--- src/inc/alts_consts.vh ---
// Constants of the arm layer trigger sequencer: register offsets,
// field positions, reset values, source codes and pulse timing.
// Assumes inclusion by bare name from the rtl files.
`ifndef ALTS_CONSTS_VH
`define ALTS_CONSTS_VH

// Register byte offsets on the APB bus
`define ALTS_OFS_CTRL   8'h00
`define ALTS_OFS_COUNT  8'h04
`define ALTS_OFS_LINES  8'h08
`define ALTS_OFS_CMD    8'h0C
`define ALTS_OFS_STAT   8'h10

// Control register fields
`define ALTS_CTRL_SRC_LSB   0
`define ALTS_CTRL_ABYP      3
`define ALTS_CTRL_SBYP      4
`define ALTS_CTRL_SEXT      5
`define ALTS_CTRL_MSRC_LSB  6
`define ALTS_CTRL_INF       9

// Line select fields, command bits, status fields
`define ALTS_LINES_IN_LSB   0
`define ALTS_LINES_OUT_LSB  4
`define ALTS_CMD_INIT       0
`define ALTS_CMD_HALT       1
`define ALTS_STAT_PASS_LSB  4

// Arm source codes
`define ALTS_SRC_IMM    3'h0
`define ALTS_SRC_EXT    3'h1
`define ALTS_SRC_MAN    3'h2
`define ALTS_SRC_BUS    3'h3
`define ALTS_SRC_LINE   3'h4
`define ALTS_SRC_HOLD   3'h5

// Measure source codes; codes up to MSRC_MAN emit completion
`define ALTS_MSRC_IMM   3'h0
`define ALTS_MSRC_MAN   3'h3

// Reset values and the arm count maximum
`define ALTS_RST_SRC    3'h0
`define ALTS_RST_MSRC   3'h0
`define ALTS_RST_COUNT  17'h00001
`define ALTS_RST_IN     3'h2
`define ALTS_RST_OUT    3'h1
`define ALTS_COUNT_MAX  17'h1869F

// Completion pulse width in ns and clock period in ns
`define ALTS_PULSE_NS   10000
`define ALTS_CLK_NS     10
`define ALTS_PULSE_CYC  ((`ALTS_PULSE_NS + `ALTS_CLK_NS - 1) / `ALTS_CLK_NS)

`endif

--- src/rtl/alts_edge_sync.v ---
// Two-stage synchroniser with falling-edge detect for pin inputs.
// Assumes asynchronous low-going trigger pulses at the inputs.
`timescale 1ns/1ns
`default_nettype none

module alts_edge_sync #(
	parameter W = 8
) (
	input  wire         clk,
	input  wire         rst_n,
	input  wire [W-1:0] pin_d,
	output wire [W-1:0] fall
);

	reg [W-1:0] meta_q;
	reg [W-1:0] sync_q;
	reg [W-1:0] last_q;

	// Sync chain, idle level high
	always @(posedge clk) begin
		if (!rst_n) begin
			meta_q <= {W{1'b1}};
			sync_q <= {W{1'b1}};
			last_q <= {W{1'b1}};
		end else begin
			meta_q <= pin_d;
			sync_q <= meta_q;
			last_q <= sync_q;
		end
	end

	// One-cycle pulse on high-to-low
	assign fall = last_q & ~sync_q;

endmodule // alts_edge_sync

`default_nettype wire

--- src/rtl/alts_pulse_gen.v ---
// Low-going completion pulse generator of fixed width.
// Assumes start is a one-cycle pulse on the same clock.
`timescale 1ns/1ns
`default_nettype none

module alts_pulse_gen #(
	parameter WIDTH = 1000
) (
	input  wire clk,
	input  wire rst_n,
	input  wire start,
	output wire busy,
	output wire pulse_n
);

	reg [15:0] cnt_q;
	reg        out_n_q;

	// Load on start when idle, count down to release
	always @(posedge clk) begin
		if (!rst_n) begin
			cnt_q   <= 16'h0000;
			out_n_q <= 1'b1;
		end else if (start && cnt_q == 16'h0000) begin
			cnt_q   <= WIDTH[15:0];
			out_n_q <= 1'b0;
		end else if (cnt_q != 16'h0000) begin
			cnt_q   <= cnt_q - 16'h0001;
			out_n_q <= (cnt_q == 16'h0001);
		end
	end

	assign busy    = (cnt_q != 16'h0000);
	assign pulse_n = out_n_q;

endmodule // alts_pulse_gen

`default_nettype wire

--- src/rtl/alts_top.v ---
// Arm layer trigger sequencer with external trigger input, six-line
// pulse bus and completion pulse output, APB register access.
// Assumes scan and measure layers sit outside on the same clock.
//
// Function
// - With bus source, the fire key also advances into the scan layer.
// - Line bus source advances on a trigger at the selected input line.
// - With line bus source, the fire key also advances.
// - Input and output lines range 1..6 and may not be equal.
// - Hold source never yields an arm event.
// - Arm count is infinite or 1..99999, default one.
// - Infinite count loops back to the arm layer forever.
// - Source bypass skips the arm wait on the first pass only.
// - Halt disarms to idle; a later fire key press resumes.
// - External triggers are recognised on the falling edge.
// - External pulse only advances a layer whose source is external.
// - Completion pulse after each measurement for ext/timer/manual/immediate.
// - Scan bypass with external scan source pulses on each scan loop.
// - Arm bypass with external arm source pulses on each arm return.
// - Out of reset the sequencer is armed and passes straight down.
// - Completion follows the reading being taken and stored.
// - Immediate source passes into the scan layer at once.
// - Manual source passes only on a fire key press.
// - External source advances on the pulse; fire key stays active.
//
// The APB interface to the registers and the register addresses were decided locally.
`timescale 1ns/1ns
`default_nettype none
`include "alts_consts.vh"

module alts_top #(
	parameter PULSE_CYC = `ALTS_PULSE_CYC
) (
	input  wire        REF_CLK,
	input  wire        RESETN,
	input  wire        PSEL,
	input  wire        PENABLE,
	input  wire        PWRITE,
	input  wire [7:0]  PADDR,
	input  wire [31:0] PWDATA,
	output reg  [31:0] PRDATA,
	output wire        PREADY,
	output wire        PSLVERR,
	input  wire        EXT_FRONT_PANEL_FIRE_KEY_N,
	input  wire        FIRE_KEY_N,
	input  wire        BUS_FRONT_PANEL_FIRE_KEY,
	input  wire [5:0]  LINE_IN,
	output reg  [5:0]  LINE_OUT,
	output reg  [5:0]  LINE_OE,
	output wire        COMPLETE_N,
	output reg         SCAN_GO,
	output wire        ARMED,
	input  wire        SCAN_RETURN,
	input  wire        SCAN_LOOP,
	input  wire        MEAS_DONE
);

	// Sequencer states
	localparam ST_IDLE = 2'b00;
	localparam ST_WAIT = 2'b01;
	localparam ST_SCAN = 2'b10;

	// Configuration registers
	reg  [2:0]  src_q;
	reg         abyp_q;
	reg         sbyp_q;
	reg         sext_q;
	reg  [2:0]  msrc_q;
	reg         inf_q;
	reg  [16:0] count_q;
	reg  [2:0]  in_line_q;
	reg  [2:0]  out_line_q;

	// Sequencer state
	reg  [1:0]  state_q;
	reg  [1:0]  state_d;
	reg         first_q;
	reg         first_d;
	reg  [16:0] pass_q;
	reg  [16:0] pass_d;

	// Bus decode
	wire        acc;
	wire        wr;
	wire        hit_ctrl;
	wire        hit_count;
	wire        hit_lines;
	wire        hit_cmd;
	wire        hit_stat;
	wire        mapped;
	wire        bad_count;
	wire        bad_lines;
	wire [2:0]  wr_in;
	wire [2:0]  wr_out;
	wire [16:0] wr_count;

	// Events
	wire [7:0]  fall;
	wire        ext_fall;
	wire        key_fall;
	wire        line_hit;
	wire        halt_cmd;
	wire        init_cmd;
	reg         arm_event;
	wire        arm_return;
	wire        last_pass;
	wire        cmpl_start;
	wire        pulse_busy;

	// One-hot mask of a line number 1..6, zero otherwise
	function [5:0] line_mask;
		input [2:0] sel;
		begin
			case (sel)
				3'h1: line_mask = 6'h01;
				3'h2: line_mask = 6'h02;
				3'h3: line_mask = 6'h04;
				3'h4: line_mask = 6'h08;
				3'h5: line_mask = 6'h10;
				3'h6: line_mask = 6'h20;
				default: line_mask = 6'h00;
			endcase
		end
	endfunction

	// A legal pair of distinct lines
	function line_pair_ok;
		input [2:0] li;
		input [2:0] lo;
		begin
			line_pair_ok = (line_mask(li) != 6'h00) && (line_mask(lo) != 6'h00) && (li != lo);
		end
	endfunction

	// Pin inputs through the synchroniser
	alts_edge_sync #(
		.W(8)
	) u_sync (
		.clk    (REF_CLK),
		.rst_n  (RESETN),
		.pin_d  ({FIRE_KEY_N, EXT_FRONT_PANEL_FIRE_KEY_N, LINE_IN}),
		.fall   (fall)
	);

	assign ext_fall = fall[6];
	assign key_fall = fall[7];
	assign line_hit = |(fall[5:0] & line_mask(in_line_q));

	// APB decode; zero wait states
	assign acc       = PSEL & PENABLE;
	assign wr        = acc & PWRITE;
	assign hit_ctrl  = (PADDR == `ALTS_OFS_CTRL);
	assign hit_count = (PADDR == `ALTS_OFS_COUNT);
	assign hit_lines = (PADDR == `ALTS_OFS_LINES);
	assign hit_cmd   = (PADDR == `ALTS_OFS_CMD);
	assign hit_stat  = (PADDR == `ALTS_OFS_STAT);
	assign mapped    = hit_ctrl | hit_count | hit_lines | hit_cmd | hit_stat;
	assign wr_count  = PWDATA[16:0];
	assign wr_in     = PWDATA[`ALTS_LINES_IN_LSB +: 3];
	assign wr_out    = PWDATA[`ALTS_LINES_OUT_LSB +: 3];
	assign bad_count = (wr_count == 17'h00000) || (wr_count > `ALTS_COUNT_MAX) || (PWDATA[31:17] != 15'h0000);
	assign bad_lines = !line_pair_ok(wr_in, wr_out);
	assign PREADY    = 1'b1;
	assign PSLVERR   = acc & (!mapped | (PWRITE & hit_count & bad_count) | (PWRITE & hit_lines & bad_lines)
	                   | (PWRITE & hit_stat));

	// Command strobes from the write-only command register
	assign halt_cmd = wr & hit_cmd & PWDATA[`ALTS_CMD_HALT];
	assign init_cmd = wr & hit_cmd & PWDATA[`ALTS_CMD_INIT];

	// Configuration writes; illegal values leave the register unchanged
	always @(posedge REF_CLK) begin
		if (!RESETN) begin
			src_q      <= `ALTS_RST_SRC;
			abyp_q     <= 1'b0;
			sbyp_q     <= 1'b0;
			sext_q     <= 1'b0;
			msrc_q     <= `ALTS_RST_MSRC;
			inf_q      <= 1'b0;
			count_q    <= `ALTS_RST_COUNT;
			in_line_q  <= `ALTS_RST_IN;
			out_line_q <= `ALTS_RST_OUT;
		end else if (wr) begin
			if (hit_ctrl) begin
				src_q  <= PWDATA[`ALTS_CTRL_SRC_LSB +: 3];
				abyp_q <= PWDATA[`ALTS_CTRL_ABYP];
				sbyp_q <= PWDATA[`ALTS_CTRL_SBYP];
				sext_q <= PWDATA[`ALTS_CTRL_SEXT];
				msrc_q <= PWDATA[`ALTS_CTRL_MSRC_LSB +: 3];
				inf_q  <= PWDATA[`ALTS_CTRL_INF];
			end
			if (hit_count && !bad_count) begin
				count_q <= wr_count;
			end
			if (hit_lines && !bad_lines) begin
				in_line_q  <= wr_in;
				out_line_q <= wr_out;
			end
		end
	end

	// Read data captured in the setup phase
	always @(posedge REF_CLK) begin
		if (!RESETN) begin
			PRDATA <= 32'h00000000;
		end else if (PSEL && !PENABLE) begin
			case (PADDR)
				`ALTS_OFS_CTRL:  PRDATA <= {22'h000000, inf_q, msrc_q, sext_q, sbyp_q, abyp_q, src_q};
				`ALTS_OFS_COUNT: PRDATA <= {15'h0000, count_q};
				`ALTS_OFS_LINES: PRDATA <= {25'h0000000, out_line_q, 1'b0, in_line_q};
				`ALTS_OFS_STAT:  PRDATA <= {11'h000, pass_q, 1'b0, first_q, state_q};
				default:         PRDATA <= 32'h00000000;
			endcase
		end
	end

	// Arm event per selected source
	always @* begin
		case (src_q)
			`ALTS_SRC_IMM:  arm_event = 1'b1;
			`ALTS_SRC_EXT:  arm_event = ext_fall | key_fall;
			`ALTS_SRC_MAN:  arm_event = key_fall;
			`ALTS_SRC_BUS:  arm_event = BUS_FRONT_PANEL_FIRE_KEY | key_fall;
			`ALTS_SRC_LINE: arm_event = line_hit | key_fall;
			`ALTS_SRC_HOLD: arm_event = 1'b0;
			default:        arm_event = 1'b0;
		endcase
	end

	// Pass bookkeeping
	assign arm_return = (state_q == ST_SCAN) && SCAN_RETURN;
	assign last_pass  = !inf_q && ((pass_q + 17'h00001) >= count_q);

	// Arm layer state machine
	always @* begin
		state_d = state_q;
		first_d = first_q;
		pass_d  = pass_q;
		SCAN_GO = 1'b0;
		case (state_q)
			ST_IDLE: begin
				if (key_fall || init_cmd) begin
					state_d = ST_WAIT;
					first_d = 1'b1;
					pass_d  = 17'h00000;
				end
			end
			ST_WAIT: begin
				if ((first_q && abyp_q) || arm_event) begin
					state_d = ST_SCAN;
					first_d = 1'b0;
					SCAN_GO = 1'b1;
				end
			end
			ST_SCAN: begin
				if (SCAN_RETURN) begin
					if (last_pass) begin
						state_d = ST_IDLE;
					end else begin
						state_d = ST_WAIT;
						pass_d  = pass_q + 17'h00001;
					end
				end
			end
			default: begin
				state_d = ST_IDLE;
			end
		endcase
		if (halt_cmd) begin
			state_d = ST_IDLE;
			SCAN_GO = 1'b0;
		end
	end

	// Reset lands armed, first pass pending
	always @(posedge REF_CLK) begin
		if (!RESETN) begin
			state_q <= ST_WAIT;
			first_q <= 1'b1;
			pass_q  <= 17'h00000;
		end else begin
			state_q <= state_d;
			first_q <= first_d;
			pass_q  <= pass_d;
		end
	end

	assign ARMED = (state_q != ST_IDLE);

	// Completion sources
	assign cmpl_start = (MEAS_DONE && (msrc_q <= `ALTS_MSRC_MAN))
	                  | (SCAN_LOOP && sbyp_q && sext_q)
	                  | (arm_return && abyp_q && (src_q == `ALTS_SRC_EXT));

	// Completion pulse shaper
	alts_pulse_gen #(
		.WIDTH(PULSE_CYC)
	) u_pulse (
		.clk     (REF_CLK),
		.rst_n   (RESETN),
		.start   (cmpl_start),
		.busy    (pulse_busy),
		.pulse_n (COMPLETE_N)
	);

	// Same pulse pulls the selected output line low
	always @(posedge REF_CLK) begin
		if (!RESETN) begin
			LINE_OUT <= 6'h00;
			LINE_OE  <= 6'h00;
		end else begin
			LINE_OUT <= 6'h00;
			LINE_OE  <= (pulse_busy || (cmpl_start && !pulse_busy)) ? line_mask(out_line_q) : 6'h00;
		end
	end

endmodule // alts_top

`default_nettype wire

--- config.mk ---
export PLATFORM = sky130hd
export DESIGN_NAME = alts_top
export DESIGN_NICKNAME = d
export VERILOG_FILES = /design/src/rtl/alts_edge_sync.v /design/src/rtl/alts_pulse_gen.v /design/src/rtl/alts_top.v
export VERILOG_INCLUDE_DIRS = /design/src /design/src/inc
export SDC_FILE = /design/constraint.sdc
export NUM_CORES = 1
export LEC_CHECK = 0
export ABC_AREA = 1
export BUFFER_PORTS_ARGS = -buffer_cell sky130_fd_sc_hd__clkbuf_2
export CORE_ASPECT_RATIO = 0.5
export CORE_UTILIZATION = 45
export CTS_BUF_LIST = sky130_fd_sc_hd__clkbuf_8
export DETAILED_ROUTE_END_ITERATION = 12
export HOLD_SLACK_MARGIN = 0.15
export PLACE_DENSITY = 0.68
export SLEW_MARGIN = 10
export SYNTH_ARGS = -nofsm -noshare
export SYNTH_HDL_FRONTEND = slang
export SYNTH_HIERARCHICAL = 1
export SYNTH_SLANG_ARGS = --single-unit
--- constraint.sdc ---
create_clock -name REF_CLK -period 2.6 [get_ports REF_CLK]
set_input_delay 0.39 -clock REF_CLK [delete_from_list [all_inputs] [get_ports REF_CLK]]
set_output_delay 0.39 -clock REF_CLK [all_outputs]
set_load 0.01 [all_outputs]
==> summary.md, run 1 <==
| Metric | Value |
|---|---|
| Total power | 0.00882 W |
| Violated checks | setup timing |
| CP max stage delay | 350 ps |
| Internal power | 0.00488 W |
| First-pass GRT wire length | 31700 um |
| Synth Area in Compound Gates | 9.89% |
| Worst-skew pair later-pin latency | 460 ps |
| Seq/Total Area, Yosys | 35.5% |
| Slew margin rel. | 63.4% |
| Peak VDD IR | 0.449 mV |
| Crit path buf inv count | 3 |
| Post-Synthesis Mean Instance Area | 6.60 um^2 |
| Critical Path RT | 2940 ps |
| Synthesis-to-finish area growth | 28.4% |
| Reg2reg start | pass_q[7] |
| Fin nets | 1276 |
| Mux cell area share after synthesis | 0% |
| Post-DP HPWL | 13800 um |
| CTS Buffer Depth | 2 |
| Adder-cell area share of the yosys netlist | 3.67% |
| Max Clock Skew | 17.4 ps |
| Largest net degree at the start of global routing | 77 |
| Post-Syn Instances | 1033 |
| Sequential power share | 26.9% |
| Worst R2R Path Depth | 19 |
| CTS Buf Count | 17 |
| Core Rows | 31 |
| Critical path class | reg2reg |
| DR DRC count | 0 |
| Reg2reg end | state_q[0] |
| Critical Path Slowest Stage Cell | dfxtp_2 |
| Mapped cell area | 6820 um^2 |
| Crit path depth | 19 |
| Slew Limit Fails | 0 |
| Clock share of power | 20.1% |
| Post-synthesis cell type count | 42 |
| Initial Util | 46.6% |
| Remaining antenna violation count | 0 |
| Largest family of logic cells by synthesized area | simple AND/OR/NAND/NOR gates |
| Core Util, Final | 59.9% |
| Final setup margin | -156 ps |
| Simple-gate share of the synthesized area | 36.6% |
| Antenna diodes | 0 |
| Min Tclk post-route | 2760 ps |
| Final WL | 19500 um |
| 1st-pass router iterations | 5 |
| Via count | 7025 |
| H-tree Lvls | 4 |
| Clk sinks | 121 |
| Endpoint class of the critical path | register |
| Static leakage | 4.48 nW |
| Vias in the first global route | 6500 |
| CP dominant cell by count | nand2_1 |
| Initial antenna violation count | 0 |
| HP Class | in2reg |
| FF+latch count, synth | 121 |
| Commonest non-fill, non-tap cell in the layout | nand2_1 |
| Max-cap viol count | 0 |
| RD Place Congestion | 0.939 |
| Synthesis warning total | 6 |
| Slew @ Worst Pin | 547 ps |
| # port buffers | 87 |
| CTS tree | yes |
| Routed length per instance | 13.8 um |
| Most frequent cells in the layout | 273 x nand2_1, 149 x inv_1, 120 x nor2_1 |
| Switch share | 44.7% |
| P per Cell Area | 1010 nW/um^2 |
| Worst Path Arrival | 3090 ps |
| CP Launch Point | pass_q[7] |
| Run status | finished with violations |
| # setup viols final | 18 |
| GRT overflow | 0 |
| Combinational share of power | 53.0% |
| Fmax | 0.363 GHz |
| Layout cells sized above 1 | 25.7% |
| Crit start category | register |
| Worst Setup EP | state_q[0] |
| Fin area | 8750 um^2 |
| Vert. Die Dim | 89.0 um |
| CP max FO | 6 |
| Placed instance count | 1357 |
| Drt first-iter violations | 451 |
| Die Area | 15700 um^2 |
| Unrepaired setup endpoints after global routing | yes |
| Cell family with most CP delay | simple AND/OR/NAND/NOR gates |
| Reg clk slew, reported paths | 80 ps |
| CTS root buffer | clkbuf_8 |
| Placed instance area | 7790 um^2 |
| Xor-xnor portion of the synthesized cell area | 0.899% |
| Total core area | 14600 um^2 |
| DIE WIDTH | 176 um |
| Fin. Hold Viols | 0 |
| Final worst path period share | 106% |
| R2R setup slack | -160 ps |
| Hold Slack | 172 ps |
| GRT Resource Usage Total | 25.9% |
| Critical-path cell list | buf_4, nand2_2, nor3_2, buf_4, nand4_1, and2_4, ha_4, nand2_1, nor2_1, nand2_1, nor2_1, nand2_1, nand4_1, nand2_4, buf_6, nand2_4, nand3_2, nand2_1, nand2_1 |
| Via-to-Cell Ratio | 4.98 |
| Psw | 0.00394 W |
| Post-Layout Cell Count | 1410 |
| Io pins | 106 |
timing repair:
action,CTS,global route
endpoints found under the hold margin,8,0
cloned,2,0
setup endpoints to repair,18,18
resized for setup,59,34
hold buffers,8,0
buffers inserted,6,5
pin swaps,26,19
cells in the mapped netlist, drive strengths merged:
library cell	instances	area, um^2
nor3	20	116
a21o	1	7.51
o21ai	45	225
dfxtp	121	2420
o221ai	3	26.3
buf	31	238
o22ai	16	100
a21boi	1	7.51
conb	2	7.51
nand2	301	1180
and2	4	25.0
clkinv	3	12.5
a31oi	1	6.26
nand4	41	263
nor2	144	642
clkbuf	13	48.8
inv	162	608
a21oi	52	264
xor2	3	26.3
nand3b	6	45.0
xnor2	4	35.0
nor4	4	25.0
o211ai	5	37.5
nand3	30	198
ha	20	250
through the flow:
step	TNS, ps	setup WS, ps
6_report	-2190	-156
5_1_grt	-4100	-265
4_1_cts	-43.8	-27.3
3_3_place_gp	-1600	-103
3_5_place_dp	-3060	-201
2_1_floorplan	0	24.8
power groups by stage:
stage / registers (W) / clock network [W] / logic, W
after global routing: 0.00241 / 0.00188 / 0.00516
after floorplan: 0.00235 / 0 / 0.00268
after detailed placement: 0.00236 / 0 / 0.00383
after CTS: 0.00235 / 0.00179 / 0.00428
after global placement: 0.00235 / 0 / 0.00373
final: 0.00237 / 0.00177 / 0.00468
cells by family (layout without fill, tap and decap cells):
logic type,count (synthesis),in the layout
and+or+nand+nor,550,552
other,2,18
adders and majority gates,20,20
buffers and inverters,209,370
AOI/OAI and AO/OA,124,124
DFF,121,121
xor gates and xnor gates,7,7
sequential cells by signal (all words and copies together), names as in the netlist:
| signal | cells |
|---|---|
| out_line_q | 3 |
| u_pulse/pulse_n | 1 |
| u_pulse/cnt_q | 16 |
| msrc_q | 3 |
| LINE_OE | 6 |
| PRDATA | 21 |
| sext_q | 1 |
| sbyp_q | 1 |
| pass_q | 17 |
| u_sync/meta_q | 8 |
| first_q | 1 |
| abyp_q | 1 |
| u_sync/last_q | 8 |
| src_q | 3 |
| u_sync/sync_q | 8 |
| inf_q | 1 |
| state_q | 2 |
| in_line_q | 3 |
| count_q | 17 |
worst register-to-register path, stage by stage, from the launching register on:
cell	delay (ps)
dfxtp_2	350
buf_4	130
nand2_2	70
nor3_2	200
buf_4	140
nand4_1	130
and2_4	200
ha_4	290
nand2_1	60
nor2_1	120
nand2_1	90
nor2_1	120
nand2_1	70
nand4_1	160
nand2_4	140
buf_6	170
nand2_4	50
nand3_2	50
nand2_1	60
nand2_1	40
final cells by class:
cell class                      instances  area (um^2)
Tap cell                              198          248
Timing Repair Buffer                  173         1150
Clock inverter                         15          166
Multi-Input combinational cell        721         3890
Fill cell                            1406         5870
Clock buffer                           17          234
Sequential cell                       121         2440
Inverter                              165          621
per-layer routing:
metal / up-vias / global-route usage, % / part of all wire (%)
met5: - / 0 / 0
met1: 3201 / 32.0 / 44
met2: 208 / 44.2 / 47
met4: 0 / 12.9 / 2.9
li1: 3574 / - / -
met3: 42 / 4.93 / 5.8
how the worst min path moves through the flow:
stage / from / endpoint / slack, ps / depth (start not counted)
floorplan: u_sync/meta_q[0] / u_sync/sync_q[0] / 380 / 2
global placement: u_sync/meta_q[0] / u_sync/sync_q[0] / 380 / 2
detailed placement: u_sync/meta_q[4] / u_sync/sync_q[4] / 380 / 2
CTS: PWDATA[11] / count_q[11] / 170 / 3
global route: PWDATA[11] / count_q[11] / 170 / 3
finish: PWDATA[11] / count_q[11] / 170 / 3
Note: power is estimated with default switching activity, not from simulation.
==> run 2: changes to the inputs <==
--- a/config.mk
+++ b/config.mk
@@ -13,7 +13,7 @@
 export CTS_BUF_LIST = sky130_fd_sc_hd__clkbuf_8
 export DETAILED_ROUTE_END_ITERATION = 12
 export HOLD_SLACK_MARGIN = 0.15
-export PLACE_DENSITY = 0.68
+export PLACE_DENSITY = 0.65
 export SLEW_MARGIN = 10
 export SYNTH_ARGS = -nofsm -noshare
 export SYNTH_HDL_FRONTEND = slang
==> run 2 against run 1 <==
The flow still finishes with violations (setup timing). Register-to-register slack improved by 40 ps. Via count fell by 0.17%. Critical path type unchanged. Flip-flop and latch count did not move. Clock power fell by 11%. Largest cell class unchanged. Global-route usage shrank 1.2 points. Worst setup slack improved by 41 ps. First-iteration DRC count grew 16%. Sequential share of layout area down 0.24 points. Utilization grew 0.52 points. Final cell count up 0.28%. Cell area is 0.87% higher. Routed wire length shrank 1.2%.
==> summary.md, run 2 (same netlist as run 1, synthesis figures left out) <==
| Metric | Value |
|---|---|
| Fmax | 0.368 GHz |
| DR DRC count | 0 |
| Min Tclk post-route | 2720 ps |
| # setup viols final | 18 |
| Io pins | 106 |
| Largest regs | PRDATA (21), count_q (17), pass_q (17) |
| Remaining antenna violation count | 0 |
| CP max FO | 8 |
| R2R setup slack | -120 ps |
| 1st-pass router iterations | 5 |
| Via count | 7013 |
| HP Class | in2reg |
| Die Area | 15700 um^2 |
| DIE WIDTH | 176 um |
| Drt first-iter violations | 525 |
| Peak VDD IR | 0.568 mV |
| Total core area | 14600 um^2 |
| H-tree Lvls | 4 |
| Initial Util | 46.6% |
| Routed length per instance | 13.6 um |
| Worst Setup EP | pass_q[6] |
| Synthesis-to-finish area growth | 29.5% |
| Commonest non-fill, non-tap cell in the layout | nand2_1 |
| Critical path class | reg2reg |
| GRT overflow | 0 |
| CP Launch Point | pass_q[3] |
| CTS tree | yes |
| Via-to-Cell Ratio | 4.96 |
| Reg2reg end | pass_q[6] |
| Endpoint class of the critical path | register |
| Fin nets | 1280 |
| Core Rows | 31 |
| Max-cap viol count | 0 |
| Static leakage | 4.50 nW |
| RD Place Congestion | 0.923 |
| Hold Slack | 185 ps |
| CTS Buf Count | 17 |
| Dpl ws | -241 ps |
| Clk sinks | 121 |
| Worst Path Arrival | 3100 ps |
| GRT Resource Usage Total | 24.7% |
| Total power | 0.00867 W |
| Final worst path period share | 104% |
| Worst R2R Path Depth | 19 |
| Largest register FFs | 21 |
| Layout cells sized above 1 | 27.5% |
| CTS Buffer Depth | 2 |
| Run status | finished with violations |
| Vert. Die Dim | 89.0 um |
| Placed instance area | 7810 um^2 |
| CTS root buffer | clkbuf_8 |
| Slew margin rel. | 57.0% |
| Crit start category | register |
| Final setup margin | -115 ps |
| Vias in the first global route | 6168 |
| Worst-skew pair later-pin latency | 450 ps |
| Violated checks | setup timing |
| Fin area | 8830 um^2 |
| Unrepaired setup endpoints after global routing | yes |
| Final WL | 19300 um |
| Initial antenna violation count | 0 |
| Fin. Hold Viols | 0 |
| Max Clock Skew | 15.5 ps |
| Post-DP HPWL | 13800 um |
| P per Cell Area | 981 nW/um^2 |
| Slew @ Worst Pin | 642 ps |
| Most frequent cells in the layout | 266 x nand2_1, 144 x inv_1, 118 x nor2_1 |
| Antenna diodes | 0 |
| Reg2reg start | pass_q[3] |
| Slew Limit Fails | 0 |
| # port buffers | 87 |
| Critical Path RT | 2980 ps |
| Largest net degree at the start of global routing | 37 |
| Setup TNS | -1360 ps |
| Largest register by flop count | PRDATA |
| Reg clk slew, reported paths | 80 ps |
| First-pass GRT wire length | 30200 um |
## run 2: cell count changes in the layout (fill, tap and decap cells not counted), sizes merged
cell	previous run	this run
bufinv	2	0
clkinvlp	1	5
inv	169	167
buf	78	82
## run 2: worst min-delay path by stage
stage	from	to	depth (start not counted)
final	PWDATA[14]	count_q[14]	3
after global routing	PWDATA[12]	count_q[12]	3
after CTS	PWDATA[14]	count_q[14]	3
after detailed placement	u_sync/meta_q[4]	u_sync/sync_q[4]	2
after global placement	u_sync/meta_q[1]	u_sync/sync_q[1]	2
after floorplan	u_sync/meta_q[0]	u_sync/sync_q[0]	2
## run 2: per-stage QoR
stage,instances,utilization (%)
5_1_grt,1414,60.4
6_report,1414,60.4
2_1_floorplan,1049,-
4_1_cts,1406,58.1
3_5_place_dp,1357,53.4
3_3_place_gp,1357,53.4
## run 2: layer usage
| layer | GRT usage (%) | share of wire (%) |
|---|---|---|
| met5 | 0 | 0 |
| met4 | 10.1 | 2.3 |
| met3 | 4.38 | 5.1 |
| met2 | 42.2 | 48 |
| met1 | 31.3 | 45 |
## run 2: repair_timing
action,4_1_cts,5_1_grt
resized for setup,43,75
endpoints found under the hold margin,8,0
pin swaps,11,58
setup endpoints to repair,18,18
setup buffers,7,9
hold buffers,8,0
cloned,2,0
## run 2: worst max-delay path, cell delays in order (launching register included)
cell and delay (ps):
dfxtp_4 390, buf_4 130, nand3_4 90, inv_4 90, nand2_4 60, nor2_4 120
nand4_1 150, and2_4 190, ha_4 260, nand2_2 70, nand2_2 50, nand2_1 60
nand2_1 50, a21oi_2 130, nand4_1 170, nand2_4 210, nand3_4 190, nand2_1 120
inv_1 40, nor2_1 80
## run 2: power breakdown
| part | leakage, nW | switching [W] | total [W] | internal (W) |
|---|---|---|---|---|
| clock network | 0.171 | 0.000896 | 0.00157 | 0.000675 |
| logic | 3.34 | 0.00277 | 0.00470 | 0.00193 |
| registers | 0.992 | 0.000254 | 0.00240 | 0.00214 |
## run 2: cell type report
type	instances	area, um^2
timing repair buffer	177	1180
tap	198	248
multi-input combinational	721	3980
inverter	165	627
clock buffer	17	234
clock inverter	15	118
sequential	121	2440
fill	1336	5790
